## src/verilog/bhc_cfg.svh

```systemverilog
// Constants for the bus hold, snoop and interrupt control block.
// Assumes inclusion by bare name from every file that needs the figures.
`ifndef BHC_CFG_SVH
`define BHC_CFG_SVH

`define BHC_RESTART_ADDR 32'hffff_fff0
`define BHC_FP_VECTOR 8'h10
`define BHC_BURST_BEATS 3'h4
`define BHC_SINGLE_BEATS 3'h1
`define BHC_SYNC_STAGES 2
`define BHC_CLK_PERIOD_NS 100

`endif

```

## src/verilog/bhc_pkg.sv

```systemverilog
// Types shared by the bus hold, snoop and interrupt control block.
// Assumes nothing beyond a SystemVerilog compiler.
package bhc_pkg;

  typedef enum logic [2:0] {
    BHC_BUS_IDLE = 3'b001,
    BHC_BUS_CYCLE = 3'b010,
    BHC_BUS_GRANT = 3'b100
  } bhc_bus_state_type;

  typedef enum logic [1:0] {
    BHC_FP_RUN = 2'b01,
    BHC_FP_STALL = 2'b10
  } bhc_fp_state_type;

endpackage

```

## src/verilog/bhc_ctrl.sv

```systemverilog
// Bus hold, inquire response, cacheability and interrupt sampling control.
// Assumes bus pins are synchronous to sys_clk_in; interrupt style pins may be asynchronous.
`timescale 1ns/1ns
`include "bhc_cfg.svh"

// What this block does
// - Inquire hitting a modified line asserts modified-hit and requests a writeback.
// - Hit on line already being written back asserts modified-hit, no new writeback.
// - Modified-hit driven edge after strobe; negates one edge after writeback's last ready.
// - Grant one edge after last ready if busy, after request if idle.
// - Grant withheld until a locked sequence fully completes.
// - Bus outputs float in every clock the grant is asserted.
// - Grant negates at the same edge that samples the request negated.
// - Grant ignores backoff; grant and modified-hit always driven.
// - Bus request honoured even while init is asserted; reset holds the grant negated.
// - Numeric error bit 0: continue on ignore, else stall until ignore or interrupt.
// - Numeric error bit 1: take vector 10h without consulting ignore.
// - Error-insensitive target instruction ignores the pending exception and continues.
// - Ignore input sampled as a level every edge; async pulses last two clocks.
// - Recognized init restarts fetch at FFFF_FFF0h, keeping caches and control bits.
// - Init latched on rising edge every clock, acted on at instruction boundary.
// - Maskable interrupt sampled as a level, taken at boundary when flag is 1.
// - Invalidate input sampled with snoop strobe: invalid if set, shared otherwise.
// - Cacheable input sampled on first ready or next-address of cached reads only.
// - Cacheable fill runs four beats; otherwise single transfer; page disable blocks caching.
module bhc_ctrl (
  input wire logic sys_clk_in,
  input wire logic rst_n_in,
  input wire logic hold_req_in,
  input wire logic backoff_n_in,
  input wire logic burst_ready_n_in,
  input wire logic next_addr_n_in,
  input wire logic cacheable_in_n,
  input wire logic snoop_addr_strobe_n_in,
  input wire logic snoop_invalidate_in,
  input wire logic ignore_fp_error_n_in,
  input wire logic maskable_irq_in,
  input wire logic init_in,
  input wire logic nmi_in,
  input wire logic sys_mgmt_irq_n_in,
  input wire logic cyc_start_in,
  input wire logic cyc_read_in,
  input wire logic cyc_writeback_in,
  input wire logic cyc_cache_in,
  input wire logic page_cache_disable_in,
  input wire logic lock_seq_in,
  input wire logic snoop_found_in,
  input wire logic snoop_modified_in,
  input wire logic instr_boundary_in,
  input wire logic irq_flag_in,
  input wire logic fp_exc_pending_in,
  input wire logic fp_target_in,
  input wire logic fp_target_sensitive_in,
  input wire logic numeric_error_ctrl_bit_in,
  output logic bus_grant_ack_out,
  output logic bus_float_out,
  output logic cyc_allow_out,
  output logic snoop_modified_hit_n_out,
  output logic snoop_update_out,
  output logic snoop_make_invalid_out,
  output logic writeback_req_out,
  output logic fill_cacheable_out,
  output logic fill_burst_out,
  output logic fp_stall_out,
  output logic fp_continue_out,
  output logic fp_vector_out,
  output logic [7:0] fp_vector_num_out,
  output logic fp_yield_out,
  output logic init_take_out,
  output logic [31:0] restart_addr_out,
  output logic irq_take_out
);

  logic [4:0] sync_raw, sync_lvl;
  logic ignore_lvl, maskable_irq_in_lvl, init_lvl, nmi_lvl, smi_lvl;
  // Active-low pins are turned active-high before synchronising.
  assign sync_raw = {!sys_mgmt_irq_n_in, nmi_in, init_in, maskable_irq_in,
                     !ignore_fp_error_n_in};

  bhc_sync #(.WIDTH(5)) u_sync (
    .sys_clk_in(sys_clk_in),
    .rst_n_in(rst_n_in),
    .async_in(sync_raw),
    .sync_out(sync_lvl)
  );
  assign {smi_lvl, nmi_lvl, init_lvl, maskable_irq_in_lvl, ignore_lvl} = sync_lvl;

  // Bus cycle tracking and hold arbitration.
  bhc_pkg::bhc_bus_state_type bus_state, next_bus_state;
  logic [2:0] beats_left, next_beats_left;
  logic first_beat, next_first_beat, cur_read, next_cur_read, cur_wb, next_cur_wb;
  logic cur_cache, next_cur_cache, cur_pcd, next_cur_pcd;
  logic next_fill_cacheable, next_fill_burst, next_float, next_allow;
  logic ready, last_ready, take_ken;

  assign ready = !burst_ready_n_in;
  assign last_ready = (bus_state == bhc_pkg::BHC_BUS_CYCLE) && ready && beats_left == 3'h1;
  assign take_ken = (bus_state == bhc_pkg::BHC_BUS_CYCLE) && first_beat && cur_read &&
                    !cur_wb && cur_cache && (ready || !next_addr_n_in);

  always_comb begin
    next_bus_state = bus_state;
    next_beats_left = beats_left;
    next_first_beat = first_beat;
    next_cur_read = cur_read;
    next_cur_wb = cur_wb;
    next_cur_cache = cur_cache;
    next_cur_pcd = cur_pcd;
    next_fill_cacheable = fill_cacheable_out;
    next_fill_burst = fill_burst_out;
    case (bus_state)
      bhc_pkg::BHC_BUS_IDLE: begin
        if (cyc_start_in && cyc_allow_out) begin
          next_bus_state = bhc_pkg::BHC_BUS_CYCLE;
          next_beats_left = cyc_writeback_in ? `BHC_BURST_BEATS : `BHC_SINGLE_BEATS;
          next_first_beat = 1'b1;
          next_cur_read = cyc_read_in;
          next_cur_wb = cyc_writeback_in;
          next_cur_cache = cyc_cache_in;
          next_cur_pcd = page_cache_disable_in;
          next_fill_cacheable = 1'b0;
          next_fill_burst = cyc_writeback_in;
        end else if (hold_req_in && !lock_seq_in) begin
          next_bus_state = bhc_pkg::BHC_BUS_GRANT;
        end
      end
      bhc_pkg::BHC_BUS_CYCLE: begin
        if (!backoff_n_in) begin
          // Backoff aborts the cycle; the core restarts it later.
          next_bus_state = bhc_pkg::BHC_BUS_IDLE;
          next_first_beat = 1'b0;
        end else begin
          if (take_ken) begin
            next_fill_cacheable = !cacheable_in_n && !cur_pcd;
            next_fill_burst = !cacheable_in_n && !cur_pcd;
            next_first_beat = 1'b0;
            if (!cacheable_in_n && !cur_pcd) begin
              // Cacheable fill: four beats, later readies do not sample again.
              next_beats_left = ready ? `BHC_BURST_BEATS - 3'h1 : `BHC_BURST_BEATS;
            end else if (ready) begin
              next_beats_left = beats_left - 3'h1;
            end
          end else if (ready) begin
            next_beats_left = beats_left - 3'h1;
            next_first_beat = 1'b0;
          end
          if (last_ready && !(take_ken && !cacheable_in_n && !cur_pcd)) begin
            if (hold_req_in && !lock_seq_in) begin
              next_bus_state = bhc_pkg::BHC_BUS_GRANT;
            end else begin
              next_bus_state = bhc_pkg::BHC_BUS_IDLE;
            end
          end
        end
      end
      bhc_pkg::BHC_BUS_GRANT: begin
        if (!hold_req_in) begin
          next_bus_state = bhc_pkg::BHC_BUS_IDLE;
        end
      end
      default: begin
        next_bus_state = bhc_pkg::BHC_BUS_IDLE;
      end
    endcase
    next_float = (next_bus_state == bhc_pkg::BHC_BUS_GRANT) || !backoff_n_in;
    next_allow = (next_bus_state == bhc_pkg::BHC_BUS_IDLE) && !hold_req_in &&
                 backoff_n_in;
  end

  always_ff @(posedge sys_clk_in or negedge rst_n_in) begin
    if (!rst_n_in) begin
      bus_state <= bhc_pkg::BHC_BUS_IDLE;
      beats_left <= 3'h0;
      first_beat <= 1'b0;
      cur_read <= 1'b0;
      cur_wb <= 1'b0;
      cur_cache <= 1'b0;
      cur_pcd <= 1'b0;
      fill_cacheable_out <= 1'b0;
      fill_burst_out <= 1'b0;
      bus_float_out <= 1'b0;
      cyc_allow_out <= 1'b0;
      bus_grant_ack_out <= 1'b0;
    end else begin
      bus_state <= next_bus_state;
      beats_left <= next_beats_left;
      first_beat <= next_first_beat;
      cur_read <= next_cur_read;
      cur_wb <= next_cur_wb;
      cur_cache <= next_cur_cache;
      cur_pcd <= next_cur_pcd;
      fill_cacheable_out <= next_fill_cacheable;
      fill_burst_out <= next_fill_burst;
      bus_float_out <= next_float;
      cyc_allow_out <= next_allow;
      bus_grant_ack_out <= (next_bus_state == bhc_pkg::BHC_BUS_GRANT);
    end
  end

  // Inquire responses.
  logic wb_active, next_wb_active, strobe_gap, next_strobe_gap, next_snoop_modified_hit_n_n;
  logic next_wb_req, next_snoop_update, next_make_invalid, snoop_take;

  // A strobe right after a taken one, or while modified-hit is asserted, is ignored.
  assign snoop_take = !snoop_addr_strobe_n_in && !strobe_gap && snoop_modified_hit_n_out;

  always_comb begin
    next_wb_active = wb_active;
    next_snoop_modified_hit_n_n = snoop_modified_hit_n_out;
    next_wb_req = writeback_req_out;
    next_snoop_update = 1'b0;
    next_make_invalid = snoop_make_invalid_out;
    next_strobe_gap = snoop_take;
    if (cyc_start_in && cyc_allow_out && cyc_writeback_in) begin
      next_wb_active = 1'b1;
      next_wb_req = 1'b0;
    end
    if (cur_wb && (last_ready || (bus_state == bhc_pkg::BHC_BUS_CYCLE && !backoff_n_in))) begin
      next_wb_active = 1'b0;
    end
    if (!snoop_modified_hit_n_out && cur_wb && last_ready) begin
      next_snoop_modified_hit_n_n = 1'b1;
    end
    if (snoop_take) begin
      next_snoop_modified_hit_n_n = !(snoop_found_in && snoop_modified_in);
      next_snoop_update = snoop_found_in;
      next_make_invalid = snoop_invalidate_in;
      if (snoop_found_in && snoop_modified_in && !wb_active) begin
        next_wb_req = 1'b1;
      end
    end
  end

  always_ff @(posedge sys_clk_in or negedge rst_n_in) begin
    if (!rst_n_in) begin
      wb_active <= 1'b0;
      strobe_gap <= 1'b0;
      snoop_modified_hit_n_out <= 1'b1;
      writeback_req_out <= 1'b0;
      snoop_update_out <= 1'b0;
      snoop_make_invalid_out <= 1'b0;
    end else begin
      wb_active <= next_wb_active;
      strobe_gap <= next_strobe_gap;
      snoop_modified_hit_n_out <= next_snoop_modified_hit_n_n;
      writeback_req_out <= next_wb_req;
      snoop_update_out <= next_snoop_update;
      snoop_make_invalid_out <= next_make_invalid;
    end
  end

  // Init, maskable interrupt and floating-point error handling.
  bhc_pkg::bhc_fp_state_type fp_state, next_fp_state;
  logic init_prev, init_pend, next_init_pend, next_init_take, next_irq_take;
  logic next_fp_continue, next_fp_vector, next_fp_yield, wake;
  assign wake = maskable_irq_in_lvl || smi_lvl || nmi_lvl || init_lvl;

  always_comb begin
    next_fp_state = fp_state;
    next_init_take = 1'b0;
    next_irq_take = 1'b0;
    next_fp_continue = 1'b0;
    next_fp_vector = 1'b0;
    next_fp_yield = 1'b0;
    next_init_pend = init_pend;
    case (fp_state)
      bhc_pkg::BHC_FP_RUN: begin
        if (instr_boundary_in) begin
          if (init_pend) begin
            next_init_take = 1'b1;
            next_init_pend = 1'b0;
          end else if (maskable_irq_in_lvl && irq_flag_in) begin
            next_irq_take = 1'b1;
          end else if (fp_target_in && fp_exc_pending_in) begin
            if (!fp_target_sensitive_in) begin
              next_fp_continue = 1'b1;
            end else if (numeric_error_ctrl_bit_in) begin
              next_fp_vector = 1'b1;
            end else if (ignore_lvl) begin
              next_fp_continue = 1'b1;
            end else begin
              next_fp_state = bhc_pkg::BHC_FP_STALL;
            end
          end
        end
      end
      bhc_pkg::BHC_FP_STALL: begin
        if (ignore_lvl) begin
          next_fp_continue = 1'b1;
          next_fp_state = bhc_pkg::BHC_FP_RUN;
        end else if (wake) begin
          next_fp_yield = 1'b1;
          next_fp_state = bhc_pkg::BHC_FP_RUN;
        end
      end
      default: begin
        next_fp_state = bhc_pkg::BHC_FP_RUN;
      end
    endcase
    // A new rising edge in the same cycle as a take keeps the request pending.
    if (init_lvl && !init_prev) begin
      next_init_pend = 1'b1;
    end
  end

  always_ff @(posedge sys_clk_in or negedge rst_n_in) begin
    if (!rst_n_in) begin
      fp_state <= bhc_pkg::BHC_FP_RUN;
      init_prev <= 1'b0;
      init_pend <= 1'b0;
      init_take_out <= 1'b0;
      irq_take_out <= 1'b0;
      fp_continue_out <= 1'b0;
      fp_vector_out <= 1'b0;
      fp_yield_out <= 1'b0;
      fp_stall_out <= 1'b0;
      fp_vector_num_out <= `BHC_FP_VECTOR;
      restart_addr_out <= `BHC_RESTART_ADDR;
    end else begin
      fp_state <= next_fp_state;
      init_prev <= init_lvl;
      init_pend <= next_init_pend;
      init_take_out <= next_init_take;
      irq_take_out <= next_irq_take;
      fp_continue_out <= next_fp_continue;
      fp_vector_out <= next_fp_vector;
      fp_yield_out <= next_fp_yield;
      fp_stall_out <= (next_fp_state == bhc_pkg::BHC_FP_STALL);
      fp_vector_num_out <= `BHC_FP_VECTOR;
      restart_addr_out <= `BHC_RESTART_ADDR;
    end
  end

endmodule

```

## src/verilog/bhc_sync.sv

```systemverilog
// Two-stage synchroniser for a group of asynchronous input levels.
// Assumes one clock and an asynchronous active-low reset.
`timescale 1ns/1ns
module bhc_sync #(
  parameter int WIDTH = 1
) (
  input wire logic sys_clk_in,
  input wire logic rst_n_in,
  input wire logic [WIDTH-1:0] async_in,
  output logic [WIDTH-1:0] sync_out
);

  logic [WIDTH-1:0] stage1;

  always_ff @(posedge sys_clk_in or negedge rst_n_in) begin
    if (!rst_n_in) begin
      stage1 <= '0;
      sync_out <= '0;
    end else begin
      stage1 <= async_in;
      sync_out <= stage1;
    end
  end

endmodule
```

## config.mk

```make
export PLATFORM = sky130hd
export DESIGN_NAME = bhc_ctrl
export DESIGN_NICKNAME = d
export VERILOG_FILES = /design/src/verilog/bhc_pkg.sv /design/src/verilog/bhc_ctrl.sv /design/src/verilog/bhc_sync.sv
export VERILOG_INCLUDE_DIRS = /design/src /design/src/verilog
export SDC_FILE = /design/constraint.sdc
export NUM_CORES = 1
export LEC_CHECK = 0
export BUFFER_PORTS_ARGS = -buffer_cell sky130_fd_sc_hd__buf_2
export CORE_UTILIZATION = 49
export DETAILED_ROUTE_END_ITERATION = 10
export GPL_TIMING_DRIVEN = 0
export PLACE_DENSITY = 0.8
export SKIP_LAST_GASP = 1
export SYNTH_ARGS = -nofsm -noshare
export SYNTH_HDL_FRONTEND = slang
export SYNTH_SLANG_ARGS = --single-unit
```

## constraint.sdc

```tcl
create_clock -name sys_clk_in -period 1.92 [get_ports sys_clk_in]
set_input_delay 0.384 -clock sys_clk_in [delete_from_list [all_inputs] [get_ports sys_clk_in]]
set_output_delay 0.384 -clock sys_clk_in [all_outputs]
set_load 0.005 [all_outputs]
```

=== After elaboration in Yosys (flattened, before gate mapping) ===
Cells that the tools add are included.

* Add/sub/neg operators: 1
* Reduce and logical (&&, ||, !) cells: 60
* Muxes and demuxes: 72
* Equal/unequal tests: 13

{| class="wikitable"
|+ Operator list
! cell !! count
|-
| two-way mux 1 bit || 43
|-
| two-way mux 3 bit || 13
|-
| logical AND 1 bit || 27
|-
| two-way mux 2 bit || 9
|-
| logical NOT 1 bit || 17
|-
| nonzero test 2 bit || 5
|-
| == test 3 x 1 -> 1 bit, second input constant || 3
|-
| case mux 3 bit (3 select lines) || 1
|-
| case mux 1 bit (2 select lines) || 4
|-
| == test 3 bit, second input constant || 2
|-
| logical OR 1 bit || 6
|-
| inequality test 2 bit, second input constant || 3
|-
| case mux 3 bit (2 select lines) || 1
|-
| AND reduction 3 bit || 2
|-
| == test 2 bit, second input constant || 2
|-
| inequality test 4 bit, second input constant || 1
|-
| case mux 2 bit (2 select lines) || 1
|-
| AND reduction 2 bit || 2
|-
| AND reduction 4 bit || 1
|-
| == test 3 x 2 -> 1 bit, second input constant || 1
|-
| subtractor 3 x 1 -> 3 bit, second input constant || 1
|-
| == test 2 x 1 -> 1 bit, second input constant || 1
|}

* Bits in registers: 42
* Bits of input ports: 28
* Output and inout port bits: 55

=== Logic depth before layout (Yosys ltp) ===
Gate-level depths: netlist (run 1).

* Word-level depth: 16
* Depth in mapped cells: 6
* Gate-level depth less buffers: 6

=== Modules after synthesis ===
From an unflattened synthesis (run 1), not the netlist that was laid out.

* Cells, all modules: 201
* Area total of the unflattened synthesis: 2,158.3 um2

{| class="wikitable"
|+ Modules (own cells, without submodules)
! module !! area an instance (um2) !! times used !! cells each
|-
| bhc_ctrl || 1,908.1 || 1 || 191
|-
| bhc_sync || 250.2 || 1 || 10
|}

=== Least setup slack after synthesis (run 1) ===
Ideal clock, no wire load.

* Path kind: flip-flop to flip-flop
* Start: reg fp_state[0]
* End: reg fp_stall_out
* Arrival time: 1.564 ns
* Cell stages (with the launch flop): 7
* Required time: 1.833 ns
* Slack: 0.269 ns
* Buffers on the path: 0
* Setup time: 0.087 ns
* Path through: dfstp_2 > inv_1 > ha_1 > a21oi_1 > nor2b_1 > a221o_2 > a211oi_2

* Word-level cells in the longest chain between the ends: 9
* Elaborated cells on any way between the ends: 13

{| class="wikitable"
|+ RTL lines
! item !! line !! text
|-
| from (decl) || bhc_ctrl.sv:253 || <nowiki>bhc_pkg::bhc_fp_state_type fp_state, next_fp_state;</nowiki>
|-
| from (signal assigned) || bhc_ctrl.sv:308 || <nowiki>fp_state <= bhc_pkg::BHC_FP_RUN;</nowiki>
|-
| from (signal assigned) || bhc_ctrl.sv:320 || <nowiki>fp_state <= next_fp_state;</nowiki>
|-
| two-way mux 2 bit || bhc_ctrl.sv:279 || <nowiki>end else if (ignore_lvl) begin</nowiki>
|-
| two-way mux 2 bit || bhc_ctrl.sv:277 || <nowiki>end else if (numeric_error_ctrl_bit_in) begin</nowiki>
|-
| two-way mux 2 bit || bhc_ctrl.sv:275 || <nowiki>if (!fp_target_sensitive_in) begin</nowiki>
|-
| two-way mux 2 bit || bhc_ctrl.sv:274 || <nowiki>end else if (fp_target_in && fp_exc_pending_in) begin</nowiki>
|-
| two-way mux 2 bit || bhc_ctrl.sv:272 || <nowiki>end else if (maskable_irq_in_lvl && irq_flag_in) begin</nowiki>
|-
| two-way mux 2 bit || bhc_ctrl.sv:269 || <nowiki>if (init_pend) begin</nowiki>
|-
| two-way mux 2 bit || bhc_ctrl.sv:268 || <nowiki>if (instr_boundary_in) begin</nowiki>
|-
| case mux 2 bit (2 select lines) * || bhc_ctrl.sv:266 || <nowiki>case (fp_state)</nowiki>
|-
| via next_fp_state[0] || bhc_ctrl.sv:253 ||
|-
| == test 2 bit * || bhc_ctrl.sv:328 || <nowiki>fp_stall_out <= (next_fp_state == bhc_pkg::BHC_FP_STALL);</nowiki>
|-
| to (signal assigned) || bhc_ctrl.sv:328 ||
|-
| to (decl) || bhc_ctrl.sv:64 || <nowiki>output logic fp_stall_out,</nowiki>
|}

Mark *: on every way through the listed nets, which the timed path passes. The rest lies on a longest branch.
A chain may end at the register's enable or synchronous reset.

=== Final worst setup path (run 1) ===
Ends and elaborated chain as after synthesis.

==> results of run 1 <==
[routing by layer]
metal,vias up,GRT usage
li1,789,-
met1,712,0.211
met2,55,0.292
met3,7,0.0583
met4,0,0.0807
met5,-,0
[cell type report]
cell class | count | area, sq um
buffer | 41 | 308
clock buffer | 5 | 68.8
clock inverter | 3 | 25.0
fill | 330 | 1440
inverter | 10 | 37.5
multi-input combinational | 146 | 905
sequential | 42 | 1050
tap | 50 | 62.6
timing repair buffer | 42 | 210
[cell usage after synthesis, types with 2 or more instances]
library cell   n  share of area
conb_1         2         0.0035
nor2b_1        3         0.0087
nor3_1         2         0.0046
dfrtp_1       39           0.45
nand2_1       14          0.024
a21o_1         3          0.010
ha_1           4          0.023
dfstp_2        3          0.036
o21ai_0        2         0.0046
a21oi_1        7          0.016
nand3_1        4         0.0093
o21ai_1        6          0.014
mux2_1         4          0.021
nor2_1         9          0.016
and2_1         3         0.0087
a31oi_1        2         0.0058
buf_4         41           0.14
mux2i_1        2         0.0093
a211oi_1       2         0.0069
inv_1         10          0.017
nand3b_1       3          0.010
and4b_1        2         0.0093
o22ai_1        2         0.0058
nand2b_1       3         0.0087
a211oi_2       2          0.012
[where the power goes]
group / leakage, nW / internal [W] / switching (W)
clock network: 0.0447 / 0.000262 / 0.000305
logic: 0.816 / 0.000274 / 0.000267
registers: 0.520 / 0.00104 / 0.000101
total: 1.38 / 0.00157 / 0.000673
[state kept, by name (all words and copies together) (netlist names), 2 cells and up]
signal,cells
u_sync.stage1,5
u_sync.sync_out,5
beats_left,3
bus_state,3
fp_state,2
[critical path, cell delays in order, from the launching register on]
cell,delay [ns]
dfstp_2,0.56
inv_1,0.05
ha_1,0.23
a21oi_1,0.21
nor2b_1,0.08
a221o_2,0.40
a211oi_2,0.20
[cell families after synthesis]
logic type	Yosys count
adders and majority gates	4
muxes	7
buffers and inverters	51
other	2
AOI/OAI and AO/OA	40
DFF	42
and+or+nand+nor	55
[final timing paths]
path | from | endpoint | slack (ns) | depth (start not counted)
max | fp_state[0] | fp_stall_out | 0.12 | 6
min | nmi_in | u_sync.stage1[3] | 0.19 | 1
max reg2reg | fp_state[0] | fp_stall_out | 0.12 | 6
min reg2reg | u_sync.stage1[1] | u_sync.sync_out[1] | 0.35 | 0
max in group asynchronous | rst_n_in | init_pend | 1.17 | 1
min in group asynchronous | rst_n_in | fill_cacheable_out | 0.20 | 1
[layout by cell type (no fill, tap or decap), types with 2 or more instances in the layout]
master    netlist  layout
buf_2           0      42
buf_4          41      41
conb_1          2      40
dfrtp_1        39      39
nand2_1        14      14
inv_1          10      10
nor2_1          9       9
a21oi_1         7       7
o21ai_1         6       6
clkbuf_8        0       5
nand3_1         4       4
mux2_1          4       4
ha_1            4       4
nor2b_1         3       3
nand2b_1        3       3
and2_1          3       3
nand3b_1        3       3
a21o_1          3       3
dfstp_2         3       3
and4b_1         2       2
a211oi_1        2       2
a31oi_1         2       2
nor3_1          2       2
o22ai_1         2       2
a211oi_2        2       2
o21ai_0         2       2
mux2i_1         2       2
[per-stage QoR]
stage / setup slack [ns] / std cells / hold slack, ns
finish: 0.116 / 339 / 0.192
global route: 0.0627 / 339 / 0.174
CTS: 0.124 / 339 / 0.180
detailed placement: 0.151 / 331 / 0.335
global placement: 0.208 / 331 / 0.332
floorplan: 0.269 / 239 / 0.0884
==> impl_metrics.tcl, run 1 <==
set metrics [dict create \
    die_w_um 68.4 \
    die_h_um 68.4 \
    final_core_util 0.649 \
    grt_overflow_total 0 \
    synth_edf_count 0 \
    antenna_found_initial 0 \
    portBuffers 42 \
    cap_violations 0 \
    cts_setup_buffers 0 \
    yosys-mux-area-fraction 0.0353 \
    synthXorXnorAreaFrac 0 \
    critPathRequiredTime_ns 2.13 \
    cts_buffer_depth 2 \
    p_per_area_nw_per_um2 840 \
    clock-sinks 42 \
    fmax_ghz 0.554 \
    antenna_cells 0 \
    power_w 0.00225 \
    status "finished clean" \
    coreArea_sq_um 4120 \
    wire_per_inst_um 11.2 \
    layout-drive-gt1-share 0.377 \
    finalHoldViolCount 0 \
    cp-start-kind "flop" \
    worst_ep_arrival_time_ns 2.01 \
    post-route-period-util 0.940 \
    finalSetupViolations 0 \
    max-vdd-ir-drop_v 0.000418 \
    tightest_slew_ns 0.873 \
    routed.top_layer "met4" \
    ys_types 52 \
    drt_wl_total_um 3810 \
    crit_fanout 4 \
    synth-simple-area-share 0.155 \
    drt_iter0_drc 82 \
    p_leak_nw 1.38 \
    rows 23 \
    synthFlopType "dfrtp_1" \
    placed_area_sq_um 2580 \
    syn_to_final_growth_pct 23.6 \
    cts.clk_slew.worst_paths_ns 0.08 \
    vias 1563 \
    syn_area_sq_um 2160 \
    place.gp.congestion 0.906 \
    cts_repair_resize_count 0 \
    drt.antenna.violating_nets 0 \
    met2_length_um 1870 \
    drc 0 \
    cts_buffers 5 \
    cp-end-kind "flop" \
    fin_crit_ns 1.80 \
    finalMaxSlewViolations 0 \
    synth_fa_ha_area_frac 0.0231 \
    root_buffer "clkbuf_8" \
    wl_met1_um 1640 \
    hold_buffers 0 \
    synth_top_family_by_area "buffers and inverters" \
    fin_skew_ns 0.00634 \
    viasPerCell 4.61 \
    grt_pass1_vias 1354 \
    clkLatencyLatePin_ns 0.29 \
    setup_tns_ns 0 \
    syn-instance-count 201 \
    start_util 0.525 \
    syn_avg_cell_area_sq_um 10.8 \
    path_class "reg2reg" \
    yosysSeqAreaShare 0.488 \
    rsz0062_at_grt "no" \
    ys_warn_count 0 \
    grtUsageTotal 0.178 \
    slew_headroom 0.418 \
    hpwl_um 2930 \
    dr.pass1.iters 5 \
    grt_max_degree 43 \
    synth_compound_area_frac 0.136 \
    hold_class "in2reg" \
    grt_pass1_wl_um 5930 \
    ctsHtreeMaxLevel 2 \
    cts_tree "done" \
    fin_nets 320 \
    synth-async-reset-ratio 1.00 \
    wl_met3_um 216 \
    design_area_sq_um 2670 \
    pin_count 83 \
    ys_seq_elements 42 \
    die_area_sq_um 4680 \
]
(Power assumes the default switching activity.)
==> inputs of run 2 (changes only) <==
--- a/config.mk
+++ b/config.mk
@@ -7,10 +7,12 @@
 export NUM_CORES = 1
 export LEC_CHECK = 0
 export BUFFER_PORTS_ARGS = -buffer_cell sky130_fd_sc_hd__buf_2
-export CORE_UTILIZATION = 49
+export CORE_UTILIZATION = 50
+export CTS_BUF_LIST = sky130_fd_sc_hd__clkbuf_4
 export DETAILED_ROUTE_END_ITERATION = 10
+export GPL_ROUTABILITY_DRIVEN = 0
 export GPL_TIMING_DRIVEN = 0
-export PLACE_DENSITY = 0.8
+export PLACE_DENSITY = 0.81
 export SKIP_LAST_GASP = 1
 export SYNTH_ARGS = -nofsm -noshare
 export SYNTH_HDL_FRONTEND = slang
==> impl_metrics.tcl, run 2 (synthesis results as in run 1) <==
set metrics [dict create \
    syn_to_final_growth_pct 22.3 \
    antenna_cells 0 \
    p_leak_nw 1.37 \
    finalSetupViolations 0 \
    cts_setup_buffers 0 \
    critPathRequiredTime_ns 2.20 \
    cp.buffers_inverters 1 \
    clkLatencyLatePin_ns 0.36 \
    path_class "reg2reg" \
    antenna_found_initial 0 \
    pre_cts_slack_ns 0.113 \
    finalMaxSlewViolations 0 \
    cts.clk_slew.worst_paths_ns 0.13 \
    tightest_slew_ns 0.900 \
    critPathTopFamily "compound AO/OA/AOI/OAI gates" \
    hold_buffers 0 \
    critPathSlowestCell "dfstp_2" \
    crit_chain "inv_1, ha_1, a21oi_2, nor2b_1, a221o_2, a211oi_2" \
    die_h_um 67.8 \
    die_w_um 67.8 \
    cp-end-kind "flop" \
    setup_tns_ns 0 \
    top_regs "u_sync.stage1 x5, u_sync.sync_out x5" \
    die_area_sq_um 4590 \
    final_cell_mix "42 x buf_2, 41 x buf_4, 40 x conb_1" \
    design_area_sq_um 2640 \
    layout_setup_ws_ns 0.112 \
    vias 1585 \
    grt_pass1_wl_um 6170 \
    status "finished clean" \
    fmax_ghz 0.553 \
    rows 23 \
    cp-start-kind "flop" \
    p_per_area_nw_per_um2 808 \
    slowest_delay_ns 0.58 \
    cts_buffer_depth 2 \
    drt_iter0_drc 93 \
    placed_area_sq_um 2580 \
    grt_pass1_vias 1349 \
    slew_headroom 0.400 \
    layout-drive-gt1-share 0.381 \
    portBuffers 42 \
    start_util 0.529 \
    pin_count 83 \
    wire_per_inst_um 11.6 \
    hold_class "in2reg" \
    power_w 0.00214 \
    coreArea_sq_um 4090 \
    cap_violations 0 \
    fin_crit_ns 1.81 \
    root_buffer "clkbuf_4" \
    hpwl_um 3020 \
    cts_tree "done" \
    crit_fanout 4 \
    drc 0 \
    layout_commonest_cell "buf_2" \
    cts_repair_resize_count 0 \
    fin_skew_ns 0.00773 \
    post-route-period-util 0.942 \
    drt.antenna.violating_nets 0 \
    grtUsageTotal 0.189 \
    viasPerCell 4.68 \
    finalHoldViolCount 0 \
    max-vdd-ir-drop_v 0.000401 \
    fin_nets 320 \
    clock-sinks 42 \
    fillCellCount 356 \
    dr.pass1.iters 4 \
    worst_ep_arrival_time_ns 2.09 \
    ctsHtreeMaxLevel 2 \
    rsz0062_at_grt "no" \
    grt_overflow_total 0 \
    grt_max_degree 43 \
    cts_buffers 5 \
    drt_wl_total_um 3950 \
]
-- run 2: cell count changes in the layout (fill, tap and decap cells not counted) --
cell,before,now
a21oi_2,1,2
a21oi_1,7,6
clkbuf_4,0,5
clkbuf_8,5,0
-- run 2: power breakdown --
| part | internal (W) | total (W) | leakage [nW] | switching (W) |
|---|---|---|---|---|
| clock network | 0.000149 | 0.000455 | 0.0318 | 0.000306 |
| registers | 0.00104 | 0.00114 | 0.520 | 0.000100 |
| logic | 0.000276 | 0.000546 | 0.816 | 0.000270 |
| total | 0.00146 | 0.00214 | 1.37 | 0.000676 |
-- run 2: metrics by stage --
stage                     std cells  utilization  hold WS, ns
after detailed placement        331        0.631        0.335
after global placement          331        0.631        0.332
final                           339        0.647        0.113
after floorplan                 239            -       0.0884
after CTS                       339        0.646       0.0954
after global routing            339        0.647       0.0772
-- run 2: path summary, 6_finish.rpt --
path	from	end	slack (ns)	depth (start not counted)
setup / recovery	fp_state[0]	fp_stall_out	0.11	6
hold / removal	maskable_irq_in	u_sync.stage1[1]	0.11	1
setup reg to reg	fp_state[0]	fp_stall_out	0.11	6
hold reg to reg	u_sync.stage1[4]	u_sync.sync_out[4]	0.36	0
max in group asynchronous	rst_n_in	bus_state[1]	1.23	1
min in group asynchronous	rst_n_in	cyc_allow_out	0.13	1
-- run 2: area by class of cell --
| cell class | instances | area, sq um | share of cell area |
|---|---|---|---|
| buffer | 41 | 308 | 0.116 |
| clock buffer | 5 | 37.5 | 0.0142 |
| clock inverter | 3 | 25.0 | 0.00947 |
| inverter | 10 | 37.5 | 0.0142 |
| multi-input combinational | 146 | 908 | 0.344 |
| sequential | 42 | 1050 | 0.399 |
| tap | 50 | 62.6 | 0.0237 |
| timing repair buffer | 42 | 210 | 0.0795 |
-- run 2: worst reg2reg max path, delay by kind of cell, from the launching register on --
family / cells / cell delay, ns
buffers and inverters: 1 / 0.05
and+or+nand+nor: 1 / 0.06
adders and majority gates: 1 / 0.24
DFF: 1 / 0.58
AOI/OAI and AO/OA: 3 / 0.80
-- run 2: per-layer routing --
metal,vias up,track usage,part of all wire
met4,0,0.0851,0.014
li1,793,-,-
met5,-,0,0
met1,717,0.240,0.43
met3,6,0.0524,0.076
met2,69,0.297,0.47
==> inputs of run 3 (changes only) <==
--- a/config.mk
+++ b/config.mk
@@ -12,6 +12,7 @@
 export DETAILED_ROUTE_END_ITERATION = 10
 export GPL_ROUTABILITY_DRIVEN = 0
 export GPL_TIMING_DRIVEN = 0
+export HOLD_SLACK_MARGIN = 0.15
 export PLACE_DENSITY = 0.81
 export SKIP_LAST_GASP = 1
 export SYNTH_ARGS = -nofsm -noshare
==> impl_metrics.tcl, run 3 (synthesis results as in run 1) <==
set metrics [dict create \
    status "finished clean" \
    critPathSlowestCell "dfstp_2" \
    top_regs "u_sync.stage1 x5, u_sync.sync_out x5" \
    slew_headroom 0.396 \
    critPathTopFamily "compound AO/OA/AOI/OAI gates" \
    final_cell_mix "42 x buf_2, 41 x buf_4, 40 x conb_1" \
    top_usage_layer "met2" \
    vias 1639 \
    ctsHtreeMaxLevel 2 \
    start_util 0.529 \
    rows 23 \
    crit_chain "inv_1, ha_1, a21oi_2, nor2b_1, a221o_2, a211oi_2" \
    use_met3 0.0524 \
    fin_skew_ns 0.0103 \
    whs_ns 0.134 \
    drt_iter0_drc 98 \
    cts_tree "done" \
    finalSetupViolations 0 \
    root_buffer "clkbuf_4" \
    cp-end-kind "flop" \
    drc 0 \
    die_w_um 67.8 \
    multi_input_area_sq_um 908 \
    grt_util_met2 0.308 \
    pin_count 83 \
    antenna_found_initial 0 \
    grt_pass1_vias 1366 \
    worst_ep_arrival_time_ns 2.09 \
    layout_setup_ws_ns 0.114 \
    grt_overflow_total 0 \
    hpwl_um 3020 \
    cp-start-kind "flop" \
    layout_commonest_cell "buf_2" \
    clock-sinks 42 \
    crit_fanout 4 \
    fillCellCount 347 \
    rsz0062_at_grt "no" \
    regArea_sq_um 1050 \
    path_class "reg2reg" \
    post-route-period-util 0.940 \
    die_area_sq_um 4590 \
    setup_tns_ns 0 \
    portBuffers 42 \
    hold_class "in2async" \
    cp.buffers_inverters 1 \
    drt_wl_total_um 4040 \
    grt_pass1_wl_um 6300 \
    p_per_area_nw_per_um2 794 \
    design_area_sq_um 2700 \
    finalHoldViolCount 0 \
    drt.antenna.violating_nets 0 \
    p_leak_nw 1.39 \
    tightest_slew_ns 0.906 \
    fin_nets 326 \
    syn_to_final_growth_pct 25.1 \
    critPathRequiredTime_ns 2.20 \
    clkLatencyLatePin_ns 0.36 \
    dp_cells 331 \
    layout-drive-gt1-share 0.373 \
    cap_violations 0 \
    grtUsageTotal 0.193 \
    placed_area_sq_um 2580 \
    wire_per_inst_um 11.7 \
    fin_cells 345 \
    viasPerCell 4.75 \
    fin_crit_ns 1.81 \
    die_h_um 67.8 \
    slowest_delay_ns 0.58 \
    cts.clk_slew.worst_paths_ns 0.13 \
    antenna_cells 0 \
    cts_buffers 5 \
    met1_usage 0.243 \
    fmax_ghz 0.554 \
    pre_cts_slack_ns 0.113 \
    coreArea_sq_um 4090 \
    grt_max_degree 43 \
    finalMaxSlewViolations 0 \
    cts_buffer_depth 2 \
    dr.pass1.iters 5 \
    max-vdd-ir-drop_v 0.000381 \
]
## run 3: area by class of cell
type | count | area share
flip-flops and latches | 42 | 0.390
multi-input cells | 146 | 0.336
clock buffers | 5 | 0.0139
inverters | 10 | 0.0139
repair buffers | 48 | 0.100
well taps | 50 | 0.0231
plain buffers | 41 | 0.114
clock inverters | 3 | 0.00925
## run 3: metrics by stage
step | power (W) | utilization
after detailed placement | 0.00169 | 0.631
final | 0.00215 | 0.662
after CTS | 0.00216 | 0.661
after global placement | 0.00166 | 0.631
after floorplan | 0.00151 | -
after global routing | 0.00229 | 0.662
## run 3: routing by layer
layer  part of all wire  vias up
li1                   -      805
met1               0.43      740
met2               0.48       82
met3              0.075       12
met4              0.018        0
met5                  0        -
## run 3: worst paths after layout
| check | start | endpoint | slack, ns | depth (start not counted) |
|---|---|---|---|---|
| worst max-delay path | fp_state[0] | fp_stall_out | 0.11 | 6 |
| worst min-delay path | rst_n_in | beats_left[2] | 0.13 | 1 |
| worst max register to register | fp_state[0] | fp_stall_out | 0.11 | 6 |
| worst min register to register | u_sync.stage1[4] | u_sync.sync_out[4] | 0.36 | 0 |
| max in group asynchronous | rst_n_in | bus_state[1] | 1.21 | 1 |
| min in group sys_clk_in | snoop_addr_strobe_n_in | strobe_gap | 0.22 | 2 |
## run 3: power breakdown
| part | internal, W | switching, W |
|---|---|---|
| Sequential | 0.00104 | 0.000100 |
| Combinational | 0.000284 | 0.000271 |
| Clock | 0.000149 | 0.000306 |
## run 3: what timing repair did
| item | 4_1_cts | 5_1_grt |
|---|---|---|
| setup buffers | 0 | 0 |
| endpoints found under the setup margin | 0 | 1 |
| resized for setup | 0 | 1 |
| hold buffers | 6 | 0 |
| hold endpoints to repair | 6 | 0 |
